## config.mk

```make
export PLATFORM = sky130hd
export DESIGN_NAME = loop_port
export DESIGN_NICKNAME = d
export VERILOG_FILES = /design/src/shared/loop_port_pkg.sv /design/src/step_divider.sv /design/src/loop_port.sv
export SDC_FILE = /design/constraint.sdc
export NUM_CORES = 1
export LEC_CHECK = 0
export ABC_AREA = 1
export BUFFER_PORTS_ARGS = -buffer_cell sky130_fd_sc_hd__buf_4
export CAP_MARGIN = 20
export CORE_UTILIZATION = 35
export CTS_CLUSTER_DIAMETER = 80
export CTS_CLUSTER_SIZE = 16
export DETAILED_ROUTE_END_ITERATION = 10
export GPL_ROUTABILITY_DRIVEN = 1
export PLACE_DENSITY = 0.63
export SLEW_MARGIN = 15
export SYNTH_ARGS = -nofsm -noshare
export SYNTH_HDL_FRONTEND = slang
export SYNTH_SLANG_ARGS = --single-unit
export TNS_END_PERCENT = 50
```

## constraint.sdc

```tcl
create_clock -name clk -period 2 [get_ports clk]
set_input_delay 0.2 -clock clk [delete_from_list [all_inputs] [get_ports clk]]
set_output_delay 0.2 -clock clk [all_outputs]
set_load 0.01 [all_outputs]
```

## src/shared/loop_port_pkg.sv

```systemverilog
// constants for the loop converter holding register port
package loop_port_pkg;
  localparam int          WORD_W      = 10;
  localparam int          LO_W        = 8;
  localparam int          HI_W        = 2;
  localparam int          LO_LSB      = 0;
  localparam int          HI_LSB      = 8;
  localparam logic [9:0]  WORD_MAX    = 10'h3FF;
  localparam logic [9:0]  WORD_MIN    = 10'h000;
  localparam logic [9:0]  WORD_RESET  = 10'h000;
  localparam int          CLK_HZ      = 25000000;
  // slow step clock for increment/decrement
  localparam int          STEP_HZ     = 2000;
  localparam int          STEP_CYC    = CLK_HZ / STEP_HZ;
  localparam int          STEP_W      = 18;
  // carrier free-run rate and sync loss window
  localparam int          CARRIER_HZ  = 200000;
  localparam int          HALF_CYC    = CLK_HZ / (2 * CARRIER_HZ);
  localparam int          LOSS_CYC    = 4 * HALF_CYC;
  localparam int          CAR_W       = 8;
endpackage : loop_port_pkg

```

## src/step_divider.sv

```systemverilog
// divider producing one-cycle step enables while stepping is active
`timescale 1ns/1ps
module step_divider #(
  parameter int unsigned PERIOD = 250000
) (
  input  wire logic clk,    // system clock
  input  wire logic rst,    // sync reset, active high
  input  wire logic run,    // count while high
  output logic      tick    // one-cycle step enable
);
  logic [loop_port_pkg::STEP_W-1:0] cnt_reg;
  logic [loop_port_pkg::STEP_W-1:0] cnt_next;
  logic                             tick_next;

  // restart on each run so the first step comes a full period after the command
  always_comb begin
    cnt_next  = cnt_reg;
    tick_next = 1'b0;
    if (!run) begin
      cnt_next = '0;
    end else if (cnt_reg == loop_port_pkg::STEP_W'(PERIOD - 1)) begin
      cnt_next  = '0;
      tick_next = 1'b1;
    end else begin
      cnt_next = cnt_reg + loop_port_pkg::STEP_W'(1);
    end
  end

  always_ff @(posedge clk) begin
    if (rst) begin
      cnt_reg <= '0;
      tick    <= 1'b0;
    end else begin
      cnt_reg <= cnt_next;
      tick    <= tick_next;
    end
  end

  step_period_a: assert property (@(posedge clk) disable iff (rst)
    tick |=> !tick)
    else $error("step tick lasted more than one cycle");
endmodule : step_divider

```

## src/loop_port.sv

```systemverilog
// parallel host port: split holding register, readback, up/down counter, carrier
`timescale 1ns/1ps
// Functional notes
// - a 10-bit holding register, loaded by host write controls, holds the code.
// - lower 8 and upper 2 bits have separate load and output enables.
// - readback drives the bus only while a read control is high.
// - holding register also counts up or down on step commands.
// - an internal slow clock paces counter steps during stepping.
// - stepping past either end never wraps to the opposite extreme.
// - carrier follows external sync, free-runs when sync is lost.
// - the held word is presented continuously to the converter.
module loop_port (
  input  wire logic       clk,       // 25 MHz clock
  input  wire logic       rst,       // sync reset, active high
  input  wire logic [9:0] data_in,   // bus data into the port
  output logic      [9:0] data_out,  // readback data
  output logic      [9:0] data_oe,   // readback enables per bit
  input  wire logic       wr_lo,     // load lower 8 bits
  input  wire logic       wr_hi,     // load upper 2 bits
  input  wire logic       rd_lo,     // read lower 8 bits
  input  wire logic       rd_hi,     // read upper 2 bits
  input  wire logic       clear,     // clear held word
  input  wire logic       step_up,   // increment while high
  input  wire logic       step_down, // decrement while high
  input  wire logic       sync_in,   // external carrier sync
  output logic            carrier,   // carrier clock out
  output logic            synced,    // high while following sync
  output logic      [9:0] dac_code   // word to the converter
);
  logic [9:0] word_reg;
  logic [9:0] word_next;
  logic       tick;
  logic       stepping;
  logic       any_wr;

  assign any_wr   = wr_lo | wr_hi | clear;
  // both step lines together cancel out rather than jitter
  assign stepping = (step_up ^ step_down) & !any_wr;

  step_divider #(
    .PERIOD (loop_port_pkg::STEP_CYC)
  ) u_step (
    .clk  (clk),
    .rst  (rst),
    .run  (stepping),
    .tick (tick)
  );

  // limit decode kept apart so both ends are refused the same way
  function automatic logic step_refused(
    input logic [9:0] word, // held word
    input logic       up,   // increment requested
    input logic       down  // decrement requested
  );
    step_refused = (up && word == loop_port_pkg::WORD_MAX) ||
                   (down && word == loop_port_pkg::WORD_MIN);
  endfunction : step_refused

  always_comb begin
    word_next = word_reg;
    if (clear) begin
      word_next = loop_port_pkg::WORD_RESET;
    end else if (any_wr) begin
      if (wr_lo) begin
        word_next[loop_port_pkg::HI_LSB-1:loop_port_pkg::LO_LSB] = data_in[7:0];
      end
      if (wr_hi) begin
        word_next[loop_port_pkg::WORD_W-1:loop_port_pkg::HI_LSB] = data_in[9:8];
      end
    end else if (tick && stepping && !step_refused(word_reg, step_up, step_down)) begin
      if (step_up) begin
        word_next = word_reg + 10'h001;
      end else begin
        word_next = word_reg - 10'h001;
      end
    end
  end

  // readback
  logic [9:0] oe_next;
  always_comb begin
    oe_next = {{loop_port_pkg::HI_W{rd_hi}}, {loop_port_pkg::LO_W{rd_lo}}};
  end

  always_ff @(posedge clk) begin
    if (rst) begin
      word_reg <= loop_port_pkg::WORD_RESET;
      data_out <= 10'h000;
    end else begin
      word_reg <= word_next;
      data_out <= word_next;
    end
  end

  assign data_oe  = oe_next;
  assign dac_code = word_reg;

  clear_zero_a: assert property (@(posedge clk) disable iff (rst)
    clear |=> word_reg == loop_port_pkg::WORD_RESET)
    else $error("clear did not zero the held word");

  hi_load_a: assert property (@(posedge clk) disable iff (rst)
    (wr_hi && !clear) |=> word_reg[loop_port_pkg::WORD_W-1:loop_port_pkg::HI_LSB] ==
      $past(data_in[loop_port_pkg::WORD_W-1:loop_port_pkg::HI_LSB]))
    else $error("upper part not loaded");

  lo_keep_a: assert property (@(posedge clk) disable iff (rst)
    (wr_hi && !wr_lo && !clear) |=>
      word_reg[loop_port_pkg::HI_LSB-1:loop_port_pkg::LO_LSB] ==
      $past(word_reg[loop_port_pkg::HI_LSB-1:loop_port_pkg::LO_LSB]))
    else $error("lower part disturbed by upper write");

  step_inc_a: assert property (@(posedge clk) disable iff (rst)
    (tick && stepping && step_up && word_reg != loop_port_pkg::WORD_MAX) |=>
      word_reg == $past(word_reg) + 10'h001)
    else $error("increment step missing");

  step_dec_a: assert property (@(posedge clk) disable iff (rst)
    (tick && stepping && step_down && word_reg != loop_port_pkg::WORD_MIN) |=>
      word_reg == $past(word_reg) - 10'h001)
    else $error("decrement step missing");

  // carrier: free-run divider, restarted by sync edges while sync is live
  logic             sync_d_reg;
  logic [7:0]       div_reg;
  logic [7:0]       div_next;
  logic [7:0]       loss_reg;
  logic [7:0]       loss_next;
  logic             car_reg;
  logic             car_next;
  logic             sync_edge;
  logic             live;

  assign sync_edge = sync_in & !sync_d_reg;
  assign live      = loss_reg != 8'h00;

  always_comb begin
    div_next  = div_reg;
    car_next  = car_reg;
    loss_next = loss_reg;
    if (sync_edge) begin
      loss_next = loop_port_pkg::CAR_W'(loop_port_pkg::LOSS_CYC);
      div_next  = 8'h00;
      car_next  = 1'b1;
    end else begin
      if (live) begin
        loss_next = loss_reg - 8'h01;
      end
      if (live && !sync_in && car_reg) begin // follow falling half of sync
        car_next = 1'b0;
        div_next = 8'h00;
      end else if (!live && div_reg == loop_port_pkg::CAR_W'(loop_port_pkg::HALF_CYC - 1)) begin
        div_next = 8'h00; // free run
        car_next = !car_reg;
      end else if (!live) begin
        div_next = div_reg + 8'h01;
      end
    end
  end

  always_ff @(posedge clk) begin
    if (rst) begin
      sync_d_reg <= 1'b0;
      div_reg    <= 8'h00;
      loss_reg   <= 8'h00;
      car_reg    <= 1'b0;
    end else begin
      sync_d_reg <= sync_in;
      div_reg    <= div_next;
      loss_reg   <= loss_next;
      car_reg    <= car_next;
    end
  end

  assign carrier = car_reg;
  assign synced  = live;

  sync_rise_a: assert property (@(posedge clk) disable iff (rst)
    sync_edge |=> carrier && synced)
    else $error("carrier did not lock to sync edge");

  sync_fall_a: assert property (@(posedge clk) disable iff (rst)
    (live && !sync_edge && !sync_in && carrier) |=> !carrier)
    else $error("carrier did not follow sync low");

  sync_loss_a: assert property (@(posedge clk) disable iff (rst)
    (live && !sync_edge) |=> loss_reg == $past(loss_reg) - 8'h01)
    else $error("sync loss window not counting");

  top_lock_a: assert property (@(posedge clk) disable iff (rst)
    (word_reg == loop_port_pkg::WORD_MAX && !any_wr && !step_down) |=>
      word_reg == loop_port_pkg::WORD_MAX)
    else $error("count wrapped past top");

  bottom_lock_a: assert property (@(posedge clk) disable iff (rst)
    (word_reg == loop_port_pkg::WORD_MIN && !any_wr && !step_up) |=>
      word_reg == loop_port_pkg::WORD_MIN)
    else $error("count wrapped past bottom");

  lo_load_a: assert property (@(posedge clk) disable iff (rst)
    (wr_lo && !clear) |=> word_reg[7:0] == $past(data_in[7:0]))
    else $error("lower part not loaded");

  hi_keep_a: assert property (@(posedge clk) disable iff (rst)
    (wr_lo && !wr_hi && !clear) |=> word_reg[9:8] == $past(word_reg[9:8]))
    else $error("upper part disturbed by lower write");

  read_gate_a: assert property (@(posedge clk) disable iff (rst)
    data_oe == {{loop_port_pkg::HI_W{rd_hi}}, {loop_port_pkg::LO_W{rd_lo}}})
    else $error("readback enable mismatch");

  step_only_a: assert property (@(posedge clk) disable iff (rst)
    (!any_wr && !tick) |=> $stable(word_reg))
    else $error("word changed without command");

  dac_track_a: assert property (@(posedge clk) disable iff (rst)
    dac_code == word_reg)
    else $error("converter code differs from held word");

  free_run_a: assert property (@(posedge clk) disable iff (rst)
    (!live && !sync_edge && div_reg == loop_port_pkg::CAR_W'(loop_port_pkg::HALF_CYC - 1)) |=>
      carrier != $past(carrier))
    else $error("free-running carrier did not toggle");
endmodule : loop_port

```

# Word-level counts from Yosys, hierarchy flattened
# Index checks and enable logic that the tools add are counted.
totals:
  ff_bits: 47
  latchBits: 0
  ram_bits: 0
  romBits: 0
  in_bits: 20
  elab_cells: 62
  mem_count: 0
op_classes:
  addsub: 5
  mul: 0
  div: 0
  n_lt_le_gt_ge: 0
  eq_ne: 5
  shift: 0
  muxes: 11
  bitwise_logic: 6
  n_reduce_logical: 26
op_table:
  columns: ["cell", "n"]
  rows:
  - ["10-bit 2-to-1 mux", 3]
  - ["8-bit 2-to-1 mux", 3]
  - ["18-bit by 1-bit adder with 18-bit output (second input constant)", 1]
  - ["18-bit by 14-bit equality test with 1-bit output (second input constant)", 1]
  - ["10-bit by 1-bit adder with 10-bit output (second input constant)", 1]
  - ["10-bit equality test (second input constant)", 1]
  - ["10-bit zero test", 1]
  - ["10-bit by 1-bit subtractor with 10-bit output (second input constant)", 1]
  - ["8-bit by 1-bit adder with 8-bit output (second input constant)", 1]
  - ["8-bit by 6-bit equality test with 1-bit output (second input constant)", 1]
  - ["8-bit nonzero test", 1]
  - ["8-bit by 1-bit subtractor with 8-bit output (second input constant)", 1]
  - ["1-bit logical AND", 7]
  - ["1-bit zero test", 6]
  - ["2-bit OR reduction", 3]
  - ["1-bit 2-to-1 mux", 4]
  - ["2-bit inequality test (second input constant)", 2]
  - ["2-bit AND reduction", 2]
  - ["2-bit nonzero test", 2]
  - ["4-bit OR reduction", 1]
  - ["3-bit nonzero test", 1]
  - ["3-bit OR reduction", 1]
  - ["1-bit bitwise AND", 2]
  - ["2-bit 2-to-1 mux", 1]
  - ["4 further kinds", 5]

# Depth between registers and ports, before layout
depth:
  depth_word: 8
  depth_mapped: 12
  depth_no_buf: 12

# Cells and area by module
# From an unflattened synthesis, not the netlist that was laid out.
unflattened:
  hier_cells: 466
  area_unflattened_um2: 3108.0
modules_own_cells:
  columns: ["mod", "n_inst", "cells_per_inst", "area_each_um2"]
  rows:
  - ["loop_port", 1, 330, 2179.6]
  - ["step_divider", 1, 136, 928.4]

# Worst setup path after synthesis
# No wires, ideal clock.
synth_timing:
  path_type: "register to register"
  from: "register word_reg[0], in the netlist dac_code[0]"
  to: "register word_reg[6], in the netlist dac_code[6]"
  setup_time_ns: 0.064
  arrival_time_ns: 1.605
  setup_slack_ns: 0.330
  stages_incl_launch_ff: 11
  path_buffers: 0
  cell_sequence: "dfxtp_1 > inv_1 > fa_1 > nor2_1 > nand2_1 > nand2_1 > nand2_1 > nand2_1 > xor2_1 > a21oi_1 > nor2_1"
synth_via:
  elab_chain_len: 7
  word_cells_on_any_way: 14
  cone_classes: "2 x add/sub; 1 x eq/ne; 3 x mux; 8 x reduce/logical"
synth_rtl:
  columns: ["item", "line_no", "rtl"]
  rows:
  - ["start: declaration", "loop_port.sv:30", "logic [9:0] word_reg;"]
  - ["start signal: assignment", "loop_port.sv:87", "word_reg <= loop_port_pkg::WORD_RESET;"]
  - ["start signal: assignment", "loop_port.sv:90", "word_reg <= word_next;"]
  - ["branches (longest 7 deep; another with 10-bit by 1-bit subtractor with 10-bit output)", null, null]
# Parallel ways; which one is timed is not known. The select of a mux whose other input is x is not followed.
# A chain may end at the register's enable or synchronous reset.

# Final worst setup path
layout_timing:
  from: "register loss_reg[0]"
  to: "output synced"
layout_via:
  elab_chain_len: 1
layout_rtl:
  columns: ["item", "line_no", "rtl"]
  rows:
  - ["start: declaration", "loop_port.sv:127", "logic [7:0] loss_reg;"]
  - ["start signal: assignment", "loop_port.sv:170", "loss_reg <= loss_next;"]
  - ["8-bit nonzero test", "loop_port.sv:135", "assign live = loss_reg != 8'h00;"]
  - ["end: declaration", "loop_port.sv:27", "output logic synced,"]
# Every way passes these cells.

==> key figures <==
Placed design
  • IO Port Bufs: 39
  • Placed cell area: about 3300 um2
  • DP HPWL: 4880 um
  • RD Place Congestion: a little over 0.8
  • Dpl ws: 0.245 ns

STA
  • Post-route setup slack: roughly 0.17 ns
  • Worst hold margin: ~0.11 ns
  • Fmax achieved: about 550 MHz
  • Fin. Hold Viols: 0
  • Fin crit share: 91.7%
  • Tmin final: around 1.8 ns
  • Slew headroom: between 60% and 70%
  • Worst Tran Pin Value: around 0.57 ns
  • Setup TNS Final: 0 ns
  • Setup violators final: 0
  • RSZ-0062 raised after global routing: false
  • Clock skew: ~0.013 ns
  • Max-slew violation count: 0

Synth
  • Post-synthesis net count: 483
  • Sequential share of the synthesized area: a little under a third
  • Cell Area, Synth: 3030 um2
  • Ys async rst share: 0%
  • Number of synthesized flops with an enable pin: 0
  • Synth warn: 0
  • Cell with the most instances after synthesis: nand2_1
  • Top FF cell, synth: dfxtp_1
  • Top cells by area, synth: dfxtp_1 (31%), nand2_1 (13%), nor2_1 (7.6%)
  • Flops & latches, synth: 47
  • Share of the synthesized area in the top cell type: between 30 and 40%
  • Synthesized netlist cell count: 450
  • Yosys cell types: 37
  • Post-Syn Area per Cell: between 6 and 7 um2
  • Cell taking the most area after synthesis: dfxtp_1
  • Commonest cells post-synth: nand2_1 (104), nor2_1 (61), inv_1 (54)

Worst setup path
  • Worst r2r src: loss_reg[0]
  • Reg-to-reg endpoint: div_reg[4]
  • Nature of the critical path startpoint: register
  • Worst setup EP type: output port
  • Worst EP required: between 1.5 and 2 ns
  • WS Path Type: reg -> out
  • R2R cell count: 9
  • Reg2Reg Setup Slack: roughly 0.22 ns
  • Data arrival at the endpoint of the critical path: about 1.6 ns
  • CP Capture Point: synced
  • Crit-path max FO: 15
  • Worst Setup SP: loss_reg[0]

Floorplan
  • Ports: 52
  • Die height: between 90 and 100 um
  • Core Region: 8300 um2
  • Die width: around 95 um
  • Row Count: 33
  • Die area: about 9000 um2
  • Starting Density: between 30% and 40%

Outcome
  • Outcome: finished, final reports clean

Pwr
  • Pwr dens: between 600 and 700 nW/um2
  • Max IR drop VDD: roughly 0.0003 V
  • Leakage: between 0.001 and 0.0015 uW

Final layout
  • Layout Nets: between 500 and 600
  • Filler cells: just under 900
  • Number of diodes: 0
  • Share of cells above drive strength 1: roughly 17%
  • Design Area, Final: approximately 3400 um2
  • Area Growth Syn to Fin: 12.4%
  • Largest register FFs: 18

Clock tree
  • Cts hold-fix bufs: 0
  • Post-CTS sizing: 0
  • H-Tree Depth: 2
  • Sink Count: 47
  • Clock tree buffer depth: 2
  • Post-CTS setup buffers: 0
  • Clock Pin Slew Worst Setup and Hold Paths: about 0.10 ns
  • Root Buffer: clkbuf_8
  • CTS tree: yes
  • TritonCTS Buffers: 5
  • Worst-Skew Late Latency: 0.30 ns

Min path
  • Worst Hold Class: in -> reg

GRT
  • Total GRT Usage: approximately 15%
  • First-pass GRT wire length: about 11000 um
  • Vias in the first global route: roughly 2400
  • Maximum number of pins on one net before global-route repair: 18
  • Total grt overflow: 0
  • Antenna violations before repair: 0

Drt
  • DRC violations left: 0
  • Average wire per standard cell: 11.1 um
  • DRT antenna net count: 0
  • Via total after detailed routing: roughly 2800
  • Drt via density: ~4.8
  • Initial drt markers: 110
  • Drt pass-1 iters: 4
  • Final Routed Wirelength: between 6000 and 7000 um

Job
  • Max Cap Violations: 0
==> worst min path at each step <==
stage	start	endpoint	cells past startpoint
3_5_place_dp	rd_hi	data_oe[9]	0
4_1_cts	sync_in	sync_d_reg	3
6_report	sync_in	sync_d_reg	3
2_1_floorplan	sync_in	sync_d_reg	2
5_1_grt	sync_in	sync_d_reg	3
3_3_place_gp	rd_hi	data_oe[9]	0
==> stage by stage <==
| step | std cells | power [uW] | util, % |
|---|---|---|---|
| 2_1_floorplan | 450 | 1350 | - |
| 3_3_place_gp | 572 | 1440 | 39.6 |
| 3_5_place_dp | 572 | 1440 | 39.6 |
| 4_1_cts | 580 | 2190 | 41.0 |
| 5_1_grt | 580 | 2280 | 41.0 |
| 6_report | 580 | 2160 | 41.0 |
==> cell usage in the layout, fill, tap and decap left out, types with 2 or more instances in the layout <==
cell / Yosys / layout
a21oi_1: 28 / 28
a21oi_2: 2 / 2
a31o_2: 2 / 2
buf_4: 20 / 42
clkbuf_8: 0 / 5
dfxtp_1: 47 / 47
ha_1: 12 / 12
inv_1: 54 / 54
inv_2: 5 / 5
nand2_1: 104 / 104
nand2_2: 5 / 5
nand2_4: 2 / 2
nand3_1: 24 / 24
nand3_2: 4 / 4
nand4_1: 9 / 9
nor2_1: 61 / 61
nor2_2: 4 / 4
nor3_1: 12 / 12
o21ai_0: 7 / 7
o21ai_1: 9 / 9
or2_0: 2 / 2
or2_2: 5 / 5
xnor2_1: 8 / 8
xor2_1: 8 / 8
==> per-layer routing <==
layer  vias up  global-route usage, %  wire, um
met4         0                   6.31       153
met2        59                   25.1      2840
met5         -                      0         0
li1       1458                      -         -
met1      1228                   19.4      3200
met3        14                   2.66       259
==> critical path, cell delays in order, from the launching register on <==
cell	delay [ns]
dfxtp_1	0.32
inv_1	0.16
ha_1	0.28
nand3_2	0.13
nor2_4	0.13
nand2_4	0.13
buf_4	0.17
==> area by class of cell <==
cell class / instances / area, um2 / area share (%)
sequential: 47 / 941 / 27.7
tap: 105 / 131 / 3.86
clock buffer: 5 / 68.8 / 2.02
clock inverter: 3 / 47.5 / 1.40
timing repair buffer: 42 / 315 / 9.27
multi-input combinational: 318 / 1670 / 49.1
inverter: 60 / 226 / 6.66
==> kinds of logic (layout without fill, tap and decap cells) <==
| kind of cell | Yosys count | after routing | share of synthesized area (%) |
|---|---|---|---|
| flops | 47 | 47 | 31.1 |
| simple gates | 236 | 236 | 35.3 |
| buf+inv | 85 | 110 | 13.7 |
| xor+xnor | 16 | 16 | 4.63 |
| mux | 1 | 1 | 0.331 |
| fa+ha+maj | 13 | 13 | 5.62 |
| compound gates | 52 | 52 | 9.38 |
==> report_power, final <==
group / total (uW) / internal [uW] / switching (uW)
Clock: 733 / 380 / 353
Sequential: 1010 / 973 / 40.6
Combinational: 409 / 172 / 237
(Power assumes the default switching activity.)
